**config.mk**
```make
export PLATFORM = sky130hd
export DESIGN_NAME = amsr_top
export DESIGN_NICKNAME = d
export VERILOG_FILES = /design/src/amsr_pkg.sv /design/src/amsr_sync.sv /design/src/amsr_irq.sv /design/src/amsr_top.sv
export SDC_FILE = /design/constraint.sdc
export NUM_CORES = 1
export LEC_CHECK = 0
export ABC_CLOCK_PERIOD_IN_PS = 3000
export BUFFER_PORTS_ARGS = -buffer_cell sky130_fd_sc_hd__buf_2
export CAP_MARGIN = 5
export CORE_ASPECT_RATIO = 1.4
export CORE_UTILIZATION = 43
export DETAILED_ROUTE_END_ITERATION = 6
export GPL_ROUTABILITY_DRIVEN = 1
export GPL_TIMING_DRIVEN = 0
export PLACE_DENSITY = 0.66
export REMOVE_ABC_BUFFERS = 1
export SYNTH_ARGS = -nofsm -noshare
export SYNTH_HDL_FRONTEND = slang
export SYNTH_SLANG_ARGS = --single-unit
```
**constraint.sdc**
```tcl
create_clock -name clk_i -period 3 [get_ports clk_i]
set_clock_uncertainty 0.1 [all_clocks]
set_input_delay 0.3 -clock clk_i [delete_from_list [all_inputs] [get_ports clk_i]]
set_output_delay 0.3 -clock clk_i [all_outputs]
set_load 0.005 [all_outputs]
```
**src/amsr_pkg.sv**
```systemverilog
// Purpose: constants for the amplifier status register bank
// Assumes: classic wishbone, 32-bit data, byte addressing
// Notes: status fields sit in the low 16 bits of one word
package amsr_pkg;
   localparam logic [7:0] ADDR_MISC_STATUS = 8'h54;
   localparam logic [7:0] ADDR_IRQ_STATUS = 8'h58;
   localparam logic [7:0] ADDR_IRQ_MASK = 8'h5c;
   localparam logic [7:0] IDX_MISC_STATUS = 8'h15;
   localparam int BIT_SWITCHING = 14;
   localparam int BIT_REG_GOOD = 13;
   localparam int BIT_MODE_LO = 9;
   localparam int BIT_RATIO_IN2 = 8;
   localparam int BIT_HIGH_IN2 = 7;
   localparam int BIT_LOW_IN2 = 6;
   localparam int BIT_RATIO_IN1 = 5;
   localparam int BIT_HIGH_IN1 = 4;
   localparam int BIT_LOW_IN1 = 3;
   localparam int BIT_OC_CLEAR_A = 2;
   localparam int BIT_OC_CLEAR_B = 1;
   localparam int BIT_OT_CLEAR = 0;
   localparam logic [15:0] STATUS_RESET = 16'h0000;
   localparam logic [15:0] RESERVED_MASK = 16'h9800;
   localparam int NUM_COND = 13;
   localparam logic [1:0] MODE_OFF = 2'h0;
   localparam logic [1:0] MODE_ON = 2'h3;
endpackage : amsr_pkg

```
**src/amsr_sync.sv**
```systemverilog
// Purpose: three-stage synchroniser for external condition levels
// Assumes: inputs are asynchronous levels
// Notes: output changes only when stages two and three agree
`timescale 1ns/1ps
module amsr_sync #(
   parameter int W = 12
) (
   input wire logic clk_i,
   input wire logic rst_i,
   input wire logic [W-1:0] async_i,
   output logic [W-1:0] sync_o
);
   typedef struct packed {
      logic [W-1:0] s1;
      logic [W-1:0] s2;
      logic [W-1:0] s3;
      logic [W-1:0] out;
   } amsr_sync_st_t;
   amsr_sync_st_t st_q, st_d;
   always_comb begin
      st_d = st_q;
      st_d.s1 = async_i;
      st_d.s2 = st_q.s1;
      st_d.s3 = st_q.s2;
      for (int i = 0; i < W; i++) begin
         if (st_q.s2[i] == st_q.s3[i]) begin
            st_d.out[i] = st_q.s3[i];
         end
      end
   end
   always_ff @(posedge clk_i) begin
      if (rst_i) begin
         st_q <= '0;
      end else begin
         st_q <= st_d;
      end
   end
   assign sync_o = st_q.out;
endmodule : amsr_sync

```
**src/amsr_irq.sv**
```systemverilog
// Purpose: sticky event bits with mask and one level interrupt
// Assumes: events are one-cycle pulses
// Notes: set wins over a write-one clear in the same cycle
`timescale 1ns/1ps
module amsr_irq #(
   parameter int W = 12
) (
   input wire logic clk_i,
   input wire logic rst_i,
   input wire logic [W-1:0] event_i,
   input wire logic [W-1:0] clear_i,
   input wire logic mask_we_i,
   input wire logic [W-1:0] mask_i,
   output logic [W-1:0] status_o,
   output logic [W-1:0] mask_o,
   output logic irq_o
);
   typedef struct packed {
      logic [W-1:0] sticky;
      logic [W-1:0] mask;
      logic irq;
   } amsr_irq_st_t;
   amsr_irq_st_t st_q, st_d;
   always_comb begin
      st_d = st_q;
      st_d.sticky = (st_q.sticky & ~clear_i) | event_i;
      if (mask_we_i) begin
         st_d.mask = mask_i;
      end
      st_d.irq = |(st_d.sticky & st_d.mask);
   end
   always_ff @(posedge clk_i) begin
      if (rst_i) begin
         st_q <= '0;
      end else begin
         st_q <= st_d;
      end
   end
   assign status_o = st_q.sticky;
   assign mask_o = st_q.mask;
   assign irq_o = st_q.irq;
   a_set_wins: assert property (@(posedge clk_i) disable iff (rst_i)
      (event_i != '0) |=> ((status_o & $past(event_i)) == $past(event_i)))
      else $error("event lost against clear");
endmodule : amsr_irq

```
**src/amsr_top.sv**
```systemverilog
// Purpose: read-only amplifier miscellaneous status register on wishbone
// Assumes: condition levels come from detectors outside this clock domain
// Notes: live flags plus sticky change events with mask and interrupt
// Behaviour
// - bit 14 one while power stage switches
// - bit 13 one when analog regulator good
// - bits 10:9 report amplifier mode code
// - bits 8/5 flag invalid bit-clock ratio
// - bits 7/4 flag frame clock too fast
// - bits 6/3 flag frame clock too slow
// - bit 2 low while output A overcurrent
// - bit 1 low while output B overcurrent
// - bit 0 low while overtemperature engaged
// - status register ignores software writes
//
// Added by the designer: the Wishbone interface to the registers.
`timescale 1ns/1ps
module amsr_top (
   input wire logic clk_i,
   input wire logic rst_i,
   input wire logic wb_cyc_i,
   input wire logic wb_stb_i,
   input wire logic wb_we_i,
   input wire logic [7:0] wb_adr_i,
   input wire logic [3:0] wb_sel_i,
   input wire logic [31:0] wb_dat_i,
   output logic [31:0] wb_dat_o,
   output logic wb_ack_o,
   output logic irq_o,
   input wire logic output_switching_i,
   input wire logic regulator_good_i,
   input wire logic [1:0] amp_mode_i,
   input wire logic bitclk_ratio_fault_in2_i,
   input wire logic frame_rate_high_in2_i,
   input wire logic frame_rate_low_in2_i,
   input wire logic bitclk_ratio_fault_in1_i,
   input wire logic frame_rate_high_in1_i,
   input wire logic frame_rate_low_in1_i,
   input wire logic overcurrent_active_a_i,
   input wire logic overcurrent_active_b_i,
   input wire logic overtemp_active_i
);
   localparam int NC = amsr_pkg::NUM_COND;
   typedef struct packed {
      logic [NC-1:0] prev;
      logic primed;
      logic ack;
      logic [31:0] dat;
   } amsr_st_t;
   amsr_st_t st_q, st_d;
   logic [NC-1:0] raw;
   logic [NC-1:0] cond;
   logic [15:0] status;
   logic [NC-1:0] evt;
   logic [NC-1:0] clr;
   logic mask_we;
   logic [NC-1:0] irq_status;
   logic [NC-1:0] irq_mask;
   logic irq_lvl;
   logic req;
   logic hit_status;
   logic hit_evt;
   logic hit_mask;
   logic hit_none;
   logic rd_status;

   // pack conditions in status order except regulator above switching, bit 0 = overtemp clear
   assign raw = {regulator_good_i, output_switching_i, amp_mode_i,
      bitclk_ratio_fault_in2_i, frame_rate_high_in2_i, frame_rate_low_in2_i,
      bitclk_ratio_fault_in1_i, frame_rate_high_in1_i, frame_rate_low_in1_i,
      ~overcurrent_active_a_i, ~overcurrent_active_b_i, ~overtemp_active_i};

   amsr_sync #(.W(NC)) u_sync (
      .clk_i(clk_i),
      .rst_i(rst_i),
      .async_i(raw),
      .sync_o(cond)
   );

   always_comb begin
      status = amsr_pkg::STATUS_RESET;
      status[amsr_pkg::BIT_SWITCHING] = cond[11];
      status[amsr_pkg::BIT_REG_GOOD] = cond[12];
      status[amsr_pkg::BIT_MODE_LO +: 2] = cond[10:9];
      status[amsr_pkg::BIT_RATIO_IN2] = cond[8];
      status[amsr_pkg::BIT_HIGH_IN2] = cond[7];
      status[amsr_pkg::BIT_LOW_IN2] = cond[6];
      status[amsr_pkg::BIT_RATIO_IN1] = cond[5];
      status[amsr_pkg::BIT_HIGH_IN1] = cond[4];
      status[amsr_pkg::BIT_LOW_IN1] = cond[3];
      status[amsr_pkg::BIT_OC_CLEAR_A] = cond[2];
      status[amsr_pkg::BIT_OC_CLEAR_B] = cond[1];
      status[amsr_pkg::BIT_OT_CLEAR] = cond[0];
   end

   // a change of any condition in either direction is an event
   assign evt = st_q.primed ? (cond ^ st_q.prev) : '0;
   assign req = wb_cyc_i & wb_stb_i & ~st_q.ack;
   assign mask_we = req & wb_we_i & (wb_adr_i == amsr_pkg::ADDR_IRQ_MASK) & wb_sel_i[0];
   assign clr = (req & wb_we_i & (wb_adr_i == amsr_pkg::ADDR_IRQ_STATUS) & wb_sel_i[0])
      ? wb_dat_i[NC-1:0] : '0;
   assign hit_status = (wb_adr_i == amsr_pkg::ADDR_MISC_STATUS);
   assign hit_evt = (wb_adr_i == amsr_pkg::ADDR_IRQ_STATUS);
   assign hit_mask = (wb_adr_i == amsr_pkg::ADDR_IRQ_MASK);
   assign hit_none = ~(hit_status | hit_evt | hit_mask);
   assign rd_status = req & ~wb_we_i & hit_status;

   amsr_irq #(.W(NC)) u_irq (
      .clk_i(clk_i),
      .rst_i(rst_i),
      .event_i(evt),
      .clear_i(clr),
      .mask_we_i(mask_we),
      .mask_i(wb_dat_i[NC-1:0]),
      .status_o(irq_status),
      .mask_o(irq_mask),
      .irq_o(irq_lvl)
   );

   always_comb begin
      st_d = st_q;
      st_d.prev = cond;
      st_d.primed = 1'b1;
      st_d.ack = req;
      st_d.dat = 32'h0000_0000;
      if (req && !wb_we_i) begin
         // reads only sample; no flag is touched
         if (wb_adr_i == amsr_pkg::ADDR_MISC_STATUS) begin
            st_d.dat = {16'h0000, status};
         end else if (wb_adr_i == amsr_pkg::ADDR_IRQ_STATUS) begin
            st_d.dat = {{(32-NC){1'b0}}, irq_status};
         end else if (wb_adr_i == amsr_pkg::ADDR_IRQ_MASK) begin
            st_d.dat = {{(32-NC){1'b0}}, irq_mask};
         end
      end
      // writes to the status word are acked and dropped
   end

   always_ff @(posedge clk_i) begin
      if (rst_i) begin
         st_q <= '0;
      end else begin
         st_q <= st_d;
      end
   end

   assign wb_ack_o = st_q.ack;
   assign wb_dat_o = st_q.dat;
   assign irq_o = irq_lvl;

   a_reserved_zero: assert property (@(posedge clk_i) disable iff (rst_i)
      rd_status
      |=> ((wb_dat_o & {16'hffff, amsr_pkg::RESERVED_MASK}) == 32'h0))
      else $error("reserved bits not zero");
   a_read_live: assert property (@(posedge clk_i) disable iff (rst_i)
      (req && !wb_we_i && wb_adr_i == amsr_pkg::ADDR_MISC_STATUS)
      |=> (wb_dat_o[15:0] == $past(status)))
      else $error("status read not live");
   a_switch_bit: assert property (@(posedge clk_i) disable iff (rst_i)
      status[14] == cond[11])
      else $error("switching bit wrong");
   a_reg_good: assert property (@(posedge clk_i) disable iff (rst_i)
      status[13] == cond[12])
      else $error("regulator bit wrong");
   a_mode_field: assert property (@(posedge clk_i) disable iff (rst_i)
      status[10:9] == cond[10:9])
      else $error("mode field wrong");
   a_in2_flags: assert property (@(posedge clk_i) disable iff (rst_i)
      status[8:6] == cond[8:6])
      else $error("input 2 flags wrong");
   a_in1_flags: assert property (@(posedge clk_i) disable iff (rst_i)
      status[5:3] == cond[5:3])
      else $error("input 1 flags wrong");
   a_oc_low: assert property (@(posedge clk_i) disable iff (rst_i)
      status[2] == cond[2])
      else $error("overcurrent a polarity");
   a_ot_low: assert property (@(posedge clk_i) disable iff (rst_i)
      status[0] == cond[0])
      else $error("overtemp bit wrong");
   a_write_ignored: assert property (@(posedge clk_i) disable iff (rst_i)
      (req && wb_we_i) |=> (wb_ack_o && wb_dat_o == 32'h0))
      else $error("write altered read data");
   a_ack_one: assert property (@(posedge clk_i) disable iff (rst_i)
      wb_ack_o |=> !wb_ack_o)
      else $error("ack held too long");
   a_oc_b_low: assert property (@(posedge clk_i) disable iff (rst_i)
      status[1] == cond[1])
      else $error("overcurrent b bit wrong");

   // a status read returns each field as it stood at the request edge
   a_rd_switch: assert property (@(posedge clk_i) disable iff (rst_i)
      rd_status
      |=> (wb_dat_o[amsr_pkg::BIT_SWITCHING] == $past(cond[11])))
      else $error("read switching bit wrong");
   a_rd_reg_good: assert property (@(posedge clk_i) disable iff (rst_i)
      rd_status
      |=> (wb_dat_o[amsr_pkg::BIT_REG_GOOD] == $past(cond[12])))
      else $error("read regulator bit wrong");
   a_rd_mode: assert property (@(posedge clk_i) disable iff (rst_i)
      rd_status
      |=> (wb_dat_o[10:9] == $past(cond[10:9])))
      else $error("read mode field wrong");
   a_rd_ratio: assert property (@(posedge clk_i) disable iff (rst_i)
      rd_status
      |=> ({wb_dat_o[8], wb_dat_o[5]} == $past({cond[8], cond[5]})))
      else $error("read ratio flags wrong");
   a_rd_high: assert property (@(posedge clk_i) disable iff (rst_i)
      rd_status
      |=> ({wb_dat_o[7], wb_dat_o[4]} == $past({cond[7], cond[4]})))
      else $error("read fast flags wrong");
   a_rd_low: assert property (@(posedge clk_i) disable iff (rst_i)
      rd_status
      |=> ({wb_dat_o[6], wb_dat_o[3]} == $past({cond[6], cond[3]})))
      else $error("read slow flags wrong");
   a_rd_oc_a: assert property (@(posedge clk_i) disable iff (rst_i)
      rd_status
      |=> (wb_dat_o[2] == $past(cond[2])))
      else $error("read overcurrent a wrong");
   a_rd_oc_b: assert property (@(posedge clk_i) disable iff (rst_i)
      rd_status
      |=> (wb_dat_o[1] == $past(cond[1])))
      else $error("read overcurrent b wrong");
   a_rd_ot: assert property (@(posedge clk_i) disable iff (rst_i)
      rd_status
      |=> (wb_dat_o[0] == $past(cond[0])))
      else $error("read overtemp bit wrong");
   a_rd_reserved: assert property (@(posedge clk_i) disable iff (rst_i)
      rd_status
      |=> ({wb_dat_o[31:15], wb_dat_o[12:11]} == 19'h0))
      else $error("read reserved bits set");

   // bus side: one acknowledge per request, data only beside it
   a_ack_follows: assert property (@(posedge clk_i) disable iff (rst_i)
      req
      |=> wb_ack_o)
      else $error("request not acknowledged");
   a_ack_needs_req: assert property (@(posedge clk_i) disable iff (rst_i)
      !req
      |=> !wb_ack_o)
      else $error("acknowledge without request");
   a_dat_idle: assert property (@(posedge clk_i) disable iff (rst_i)
      !wb_ack_o
      |-> (wb_dat_o == 32'h0))
      else $error("read data outside acknowledge");
   a_unmapped_zero: assert property (@(posedge clk_i) disable iff (rst_i)
      (req && !wb_we_i && hit_none)
      |=> (wb_dat_o == 32'h0))
      else $error("unmapped read not zero");
   a_write_no_flag: assert property (@(posedge clk_i) disable iff (rst_i)
      (req && wb_we_i && hit_status && evt == '0)
      |=> ($stable(irq_status) && $stable(irq_mask)))
      else $error("status write touched event state");
   a_read_no_side: assert property (@(posedge clk_i) disable iff (rst_i)
      (req && !wb_we_i && evt == '0)
      |=> $stable(irq_status))
      else $error("read changed event state");
   a_status_reserved: assert property (@(posedge clk_i) disable iff (rst_i)
      (status & amsr_pkg::RESERVED_MASK) == 16'h0)
      else $error("reserved status bits set");

   // event and mask state
   a_mask_write: assert property (@(posedge clk_i) disable iff (rst_i)
      mask_we
      |=> (irq_mask == $past(wb_dat_i[NC-1:0])))
      else $error("mask write lost");
   a_mask_hold: assert property (@(posedge clk_i) disable iff (rst_i)
      !mask_we
      |=> $stable(irq_mask))
      else $error("mask changed without write");
   a_mask_read: assert property (@(posedge clk_i) disable iff (rst_i)
      (req && !wb_we_i && hit_mask)
      |=> (wb_dat_o == {{(32-NC){1'b0}}, $past(irq_mask)}))
      else $error("mask read wrong");
   a_evt_read: assert property (@(posedge clk_i) disable iff (rst_i)
      (req && !wb_we_i && hit_evt)
      |=> (wb_dat_o == {{(32-NC){1'b0}}, $past(irq_status)}))
      else $error("event read wrong");
   a_clear_works: assert property (@(posedge clk_i) disable iff (rst_i)
      (clr != '0)
      |=> ((irq_status & $past(clr & ~evt)) == '0))
      else $error("event clear lost");
   a_sticky_keep: assert property (@(posedge clk_i) disable iff (rst_i)
      ((irq_status & ~clr) != '0)
      |=> ((irq_status & $past(irq_status & ~clr)) == $past(irq_status & ~clr)))
      else $error("event bit dropped without clear");
   a_evt_stable: assert property (@(posedge clk_i) disable iff (rst_i)
      (evt == '0 && clr == '0)
      |=> $stable(irq_status))
      else $error("event bit set without change");
   a_primed_quiet: assert property (@(posedge clk_i) disable iff (rst_i)
      !st_q.primed
      |-> (evt == '0))
      else $error("event before first sample");
   a_irq_level: assert property (@(posedge clk_i) disable iff (rst_i)
      irq_o == |(irq_status & irq_mask))
      else $error("interrupt level wrong");

   // every synchronised change lands in its sticky bit one cycle later
   for (genvar i = 0; i < NC; i++) begin : g_evt_chk
      a_evt_lands: assert property (@(posedge clk_i) disable iff (rst_i)
         (st_q.primed && cond[i] != st_q.prev[i]) |=> irq_status[i])
         else $error("condition change not recorded");
   end
endmodule : amsr_top

```
==> results.md, run 1 <==
* Status: finished, violations left
* Failing checks: DRC
* Synthesized cell area at 4070 µm²
* Mapped Cells at 399
* Critical-path maximum fanout at 13
* Final total power at 2.84 mW
* Total GRT Usage at 16.1%
* CTS Sinks at 109
* Worst Setup Start Kind: flop
* Leak Pwr at 1.88 nW
* #FFs+latches synth at 109
* Worst hold start: amp_mode_i[1]
* Psw at 569 µW
* Top Ports at 96
* Gate power share at 3.6%
* Standard-cell rows at 41
* Sw Ratio at 20.0%
* Synth Warn # at 0
* Reg power frac at 52.2%
* Final Cycle Share at 95.7%
* Final Util at 50.3%
* Synth Flop Type: dfxtp_1
* Min-Delay Path Class: input pin to flop
* Crit Path Class: flop to flop
* Most common cell after layout, fill and taps aside: dfxtp_1
* Largest net degree at the start of global routing at 94
* Die width at 84.2 µm
* # diodes at 0
* Htree depth at 3
* Slack of the critical path at 0.129 ns
* Critical Path RT at 3.12 ns
* GPL Wtd Cong at 0.733
* Initial DRC Count at 138
* Max capacitance violation total at 0
* Final setup violation count at 0
* Chip height at 117 µm
* Clock Latency Late Sink at 0.34 ns
* Initial antenna violation count at 0
* Sequential area share after synthesis at 53.6%
* ANT nets after route at 0
* Final hold vios at 0
* GRT overflow at 0
* Area grow syn2layout at 12.1%
* Power share of the clock group at 44.1%
* Initial Util at 44.8%
* Fin area at 4560 µm²
* Share of layout cells above drive strength 1 at 20.3%
* Slew @ Worst Pin at 1.02 ns
* Async SR Flop Fraction at 0%
* Multi-input gate area at 1600 µm²
* Int Power at 2.27 mW
* First-pass GRT wire length at 12.2 mm
* TritonCTS clock tree: done
* Cell taking the most area after synthesis: dfxtp_1
* Vias at 2710
* DR DRC count at 8
* Crit. Startpoint: wb_ack_o$_SDFF_PP0_
* Synth area leaders: dfxtp_1 54%, nor2b_1 8.8%, buf_4 5.9%
* Setup Buffers After CTS at 0
* Peak supply drop at 0.294 mV
* Clock tree buffer depth at 2
* FF/Latch Area at 2180 µm²
* Most frequent cells in the layout: 109 x dfxtp_1, 57 x nor2b_1, 55 x buf_2, 40 x nor2_1, 23 x nand2_1
* CORE AREA at 9080 µm²
* Worst setup EP type: flop
* Worst slack at placement at -0.392 ns
* Number of distinct library cells after synthesis at 35
* Die ar. at 9860 µm²
* Clock buffer count from CTS at 9
* Final min period at 2.87 ns
* Vias in the first global route at 2596
* Unrepaired setup endpoints after global routing: no
* Fill count at 841
* Vias/cell at 4.96
* Port Buffers at 56
* Synth top area share at 53.6%
* Syn Area/Cell at 10.2 µm²
* Clock transition at the registers of the reported paths at 0.07 ns
* DRT Wirelength at 7.32 mm
* Nets at 496
* DR pass1 iterations at 6
* DPL Wire Length at 4.69 mm
* Clk root buf: clkbuf_16
* Slew HR at 32.0%
* Maximum clock rate at 348 MHz
* Pins Over Slew Limit at 0
* Pwr Density at 622 nW/µm²
* EDFF count, synth at 0
* Placed instance area at 4210 µm²
* Crit Reg-Reg Startpoint: wb_ack_o$_SDFF_PP0_
* CP arrival at 2.99 ns
* Average wire per standard cell at 13.4 µm
## sequential cells by signal, indices dropped and copies added (netlist names)
signal / cells
st_q: 14
u_irq.irq_o: 1
u_irq.mask_o: 13
u_irq.status_o: 13
u_sync.st_d: 26
u_sync.st_q: 13
u_sync.sync_o: 13
wb_ack_o: 1
wb_dat_o: 15
## synth_stat cells (2+ instances only)
| cell | n |
|---|---|
| a21oi_1 | 19 |
| a221oi_1 | 6 |
| a22oi_1 | 14 |
| buf_1 | 2 |
| buf_4 | 32 |
| buf_6 | 4 |
| clkbuf_1 | 13 |
| dfxtp_1 | 109 |
| inv_1 | 3 |
| mux2_2 | 11 |
| mux2i_1 | 15 |
| nand2_1 | 23 |
| nand4_1 | 2 |
| nor2_1 | 40 |
| nor2b_1 | 57 |
| nor4bb_1 | 3 |
| o21ai_0 | 14 |
| o22ai_1 | 3 |
| xor2_1 | 13 |
## power groups by stage
stage	Combinational, mW	Clock, mW	Sequential [mW]
after global routing	0.115	1.35	1.49
after detailed placement	0.101	0	1.52
final	0.103	1.25	1.48
after global placement	0.0987	0	1.52
after CTS	0.104	1.29	1.48
after floorplan	0.0372	0	1.51
## worst paths after layout
check                                             endpoint  slack, ns  cells after the start
worst max-delay path                u_irq.irq_o$_SDFF_PP0_       0.13                      6
worst min-delay path            u_sync.st_d[36]$_SDFF_PP0_       0.06                      2
worst max register to register      u_irq.irq_o$_SDFF_PP0_       0.13                      6
worst min register to register  u_sync.st_d[16]$_SDFF_PP0_       0.33                      1
## what timing repair did
item | in CTS | in global routing
hold buffers | 3 | 0
endpoints found under the setup margin | 1 | 0
resized for setup | 1 | 0
hold endpoints to repair | 3 | 0
## per-stage QoR
step                      setup TNS, ns  hold WS (ns)  std cells
after global routing                  0        0.0509        546
after global placement           -0.436         0.317        527
after CTS                             0        0.0493        546
after floorplan                       0         0.267        364
after detailed placement         -0.392         0.322        527
final                                 0        0.0631        546
## per-layer routing
metal,track usage [%],vias up,part of all wire (%)
li1,-,1363,-
met1,19.0,1271,46
met2,27.5,64,48
met3,4.84,12,5.2
met4,7.01,0,1.8
met5,0,-,0
## worst max-delay path, cell delays in order, from the launching register on
cell and delay [ns]:
dfxtp_1 0.30, and3b_1 0.35, and4_2 0.59, mux2i_1 0.32, o22ai_1 0.10, or4_1 0.54, o41a_1 0.45
## kinds of logic (layout without fill, tap and decap cells)
| kind of cell | after synthesis | count (layout) | share of synthesized area, % |
|---|---|---|---|
| other | 1 | 17 | 0.0921 |
| buffers and inverters | 54 | 78 | 8.67 |
| AOI/OAI and AO/OA | 60 | 60 | 9.47 |
| DFF | 109 | 109 | 53.6 |
| muxes | 26 | 26 | 6.73 |
| and+or+nand+nor | 136 | 136 | 18.6 |
| xor gates and xnor gates | 13 | 13 | 2.80 |
## cell type report
cell class / count / share of cell area, %
flip-flops and latches: 109 / 47.8
multi-input cells: 252 / 35.0
inverters: 3 / 0.247
well taps: 107 / 2.93
clock buffers: 11 / 5.32
clock inverters: 5 / 1.84
repair buffers: 59 / 6.85
No activity file was read; power rests on OpenSTA's default activity.
==> run 2: changes to the inputs <==
- ABC_AREA: default -> 0
- CELL_PAD_IN_SITES_DETAIL_PLACEMENT: default -> 1
- CELL_PAD_IN_SITES_GLOBAL_PLACEMENT: default -> 1
- CORE_UTILIZATION: 43 -> 40
- PLACE_DENSITY: 0.66 -> default
- PLACE_DENSITY_LB_ADDON: default -> 0.1
==> run 2 against run 1 <==
The flow now finishes without violations. Clock power about the same. Sequential power about the same. Worst setup slack gained 0.056 ns. Routed wire length rose by 12%. Maximum frequency grew 2.0%. Critical endpoint unchanged. Highest routed layer unchanged.
==> results.md, run 2 (synthesis gave the netlist of run 1 again) <==
* Initial DRC Count at 101
* Fin area at 4600 µm²
* Post-route non-filler standard cell count at 574
* Max reg flops at 26
* Final min period at 2.82 ns
* Fill count at 1160
* First-pass GRT wire length at 12.9 mm
* Standard-cell rows at 43
* CP arrival at 2.94 ns
* DR pass1 iterations at 4
* Critical path's top delay family: simple AND/OR/NAND/NOR gates
* DRT Wirelength at 8.19 mm
* Slew HR at 20.3%
* Crit Path Class: flop to flop
* Htree depth at 3
* Maximum clock rate at 355 MHz
* Largest net degree at the start of global routing at 94
* Gate power share at 3.7%
* Share of layout cells above drive strength 1 at 20.3%
* CP max-delay cell: or4_1
* Critical-path maximum fanout at 13
* Reg power frac at 52.4%
* Unrepaired setup endpoints after global routing: no
* Cells after DPL at 555
* Power share of the clock group at 43.9%
* Crit Reg-Reg Startpoint: wb_ack_o$_SDFF_PP0_
* TritonCTS clock tree: done
* Clock tree buffer depth at 2
* Initial Util at 41.1%
* Total length of routed met3 wires at 304 µm
* Most frequent cells in the layout: 109 x dfxtp_1, 57 x nor2b_1, 55 x buf_2, 40 x nor2_1, 23 x nand2_1
* Clk root buf: clkbuf_16
* Port Buffers at 56
* Status: complete, no violations
* Max capacitance violation total at 0
* Highest layer used for signal routing: met4
* R2R Path End: u_irq.irq_o$_SDFF_PP0_
* CTS Sinks at 109
* Max incr delay on CP at 0.55 ns
* Leak Pwr at 1.89 nW
* CORE AREA at 9900 µm²
* CP cell instances: and3b_1 -> and4_4 -> mux2i_1 -> o22ai_1 -> or4_1 -> o41a_1
* GPL Wtd Cong at 0.676
* Average wire per standard cell at 14.3 µm
* Placed instance area at 4240 µm²
* Vias/cell at 4.75
* DPL Wire Length at 5.08 mm
* FF/Latch Area at 2180 µm²
* Pwr Density at 616 nW/µm²
* Hold Path Stages at 2
* Sw Ratio at 20.4%
* Nets at 496
* Setup Buffers After CTS at 0
* Worst hold start: amp_mode_i[0]
* Crit path buffers/inverters at 0
* Area grow syn2layout at 12.9%
* Hold WS at 0.0632 ns
* Final setup violation count at 0
* Multi-input gate area at 1600 µm²
* Most common cell after layout, fill and taps aside: dfxtp_1
* Worst setup EP type: flop
* Vias at 2724
* Worst Setup Start Kind: flop
* Die ar. at 10600 µm²
* ANT nets after route at 0
* Final TNS setup at 0 ns
* Post-Route M1 WL at 3.71 mm
* DR DRC count at 0
* Min-Delay Path Class: input pin to flop
* Peak supply drop at 0.303 mV
* Pins Over Slew Limit at 0
* Psw at 578 µW
* Top Ports at 96
* Clock transition at the registers of the reported paths at 0.07 ns
* Clock buffer count from CTS at 9
* R2r setup slk at 0.18 ns
* WHS Endpoint: u_sync.st_d[35]$_SDFF_PP0_
* Final hold vios at 0
* Total GRT Usage at 16.5%
* Met2 Wirelength at 4.06 mm
* Chip height at 121 µm
* Crit. Startpoint: wb_ack_o$_SDFF_PP0_
* Clock Latency Late Sink at 0.34 ns
* Vias in the first global route at 2580
* GRT overflow at 0
* Die width at 87.3 µm
* Slew @ Worst Pin at 1.19 ns
* Final Cycle Share at 93.8%
* Initial antenna violation count at 0
* R2R depth at 6
* Critical Path RT at 3.13 ns
* # diodes at 0
* Int Power at 2.25 mW
run 2: cell types whose count changed in the layout (fill, tap and decap cells not counted):
cell        delta
clkbuf_8       +3
clkinvlp_4     -2
and4_4         +1
bufinv_16      -1
and4_2         -1
run 2: per-layer routing:
layer | GRT usage [%] | vias up
li1 | - | 1357
met5 | 0 | -
met3 | 4.56 | 11
met1 | 19.5 | 1295
met2 | 27.7 | 61
met4 | 6.76 | 0
run 2: worst max-delay path by stage:
stage          cells past startpoint  slack (ns)                      to
2_1_floorplan                      6        0.19  u_irq.irq_o$_SDFF_PP0_
3_3_place_gp                       7       -0.56  u_irq.irq_o$_SDFF_PP0_
3_5_place_dp                       7       -0.58  u_irq.irq_o$_SDFF_PP0_
4_1_cts                            6        0.16  u_irq.irq_o$_SDFF_PP0_
5_1_grt                            6        0.06  u_irq.irq_o$_SDFF_PP0_
6_report                           6        0.18  u_irq.irq_o$_SDFF_PP0_
run 2: power groups by stage:
stage               Combinational [mW]  Clock, mW  Sequential (mW)
detailed placement               0.104          0             1.52
global route                     0.116       1.35             1.49
floorplan                       0.0372          0             1.51
global placement                 0.102          0             1.52
CTS                              0.107       1.29             1.48
finish                           0.106       1.24             1.48
run 2: final cells by class:
| class | instances | area share (%) |
|---|---|---|
| flip-flops and latches | 109 | 47.5 |
| clock inverters | 2 | 0.844 |
| clock buffers | 14 | 6.18 |
| repair buffers | 59 | 6.81 |
| inverters | 3 | 0.245 |
| multi-input cells | 252 | 34.8 |
| well taps | 135 | 3.68 |
run 2: stage by stage:
| step | total power [mW] | utilization, % | worst slack, ns |
|---|---|---|---|
| CTS | 2.88 | 46.4 | 0.157 |
| floorplan | 1.55 | - | 0.191 |
| global placement | 1.62 | 42.8 | -0.563 |
| detailed placement | 1.62 | 42.8 | -0.578 |
| finish | 2.83 | 46.4 | 0.185 |
| global route | 2.95 | 46.4 | 0.0644 |
run 2: what timing repair did:
action / 4_1_cts / 5_1_grt
resized for setup: 2 / 0
hold buffers: 3 / 0
setup endpoints to repair: 1 / 0
endpoints found under the hold margin: 3 / 0
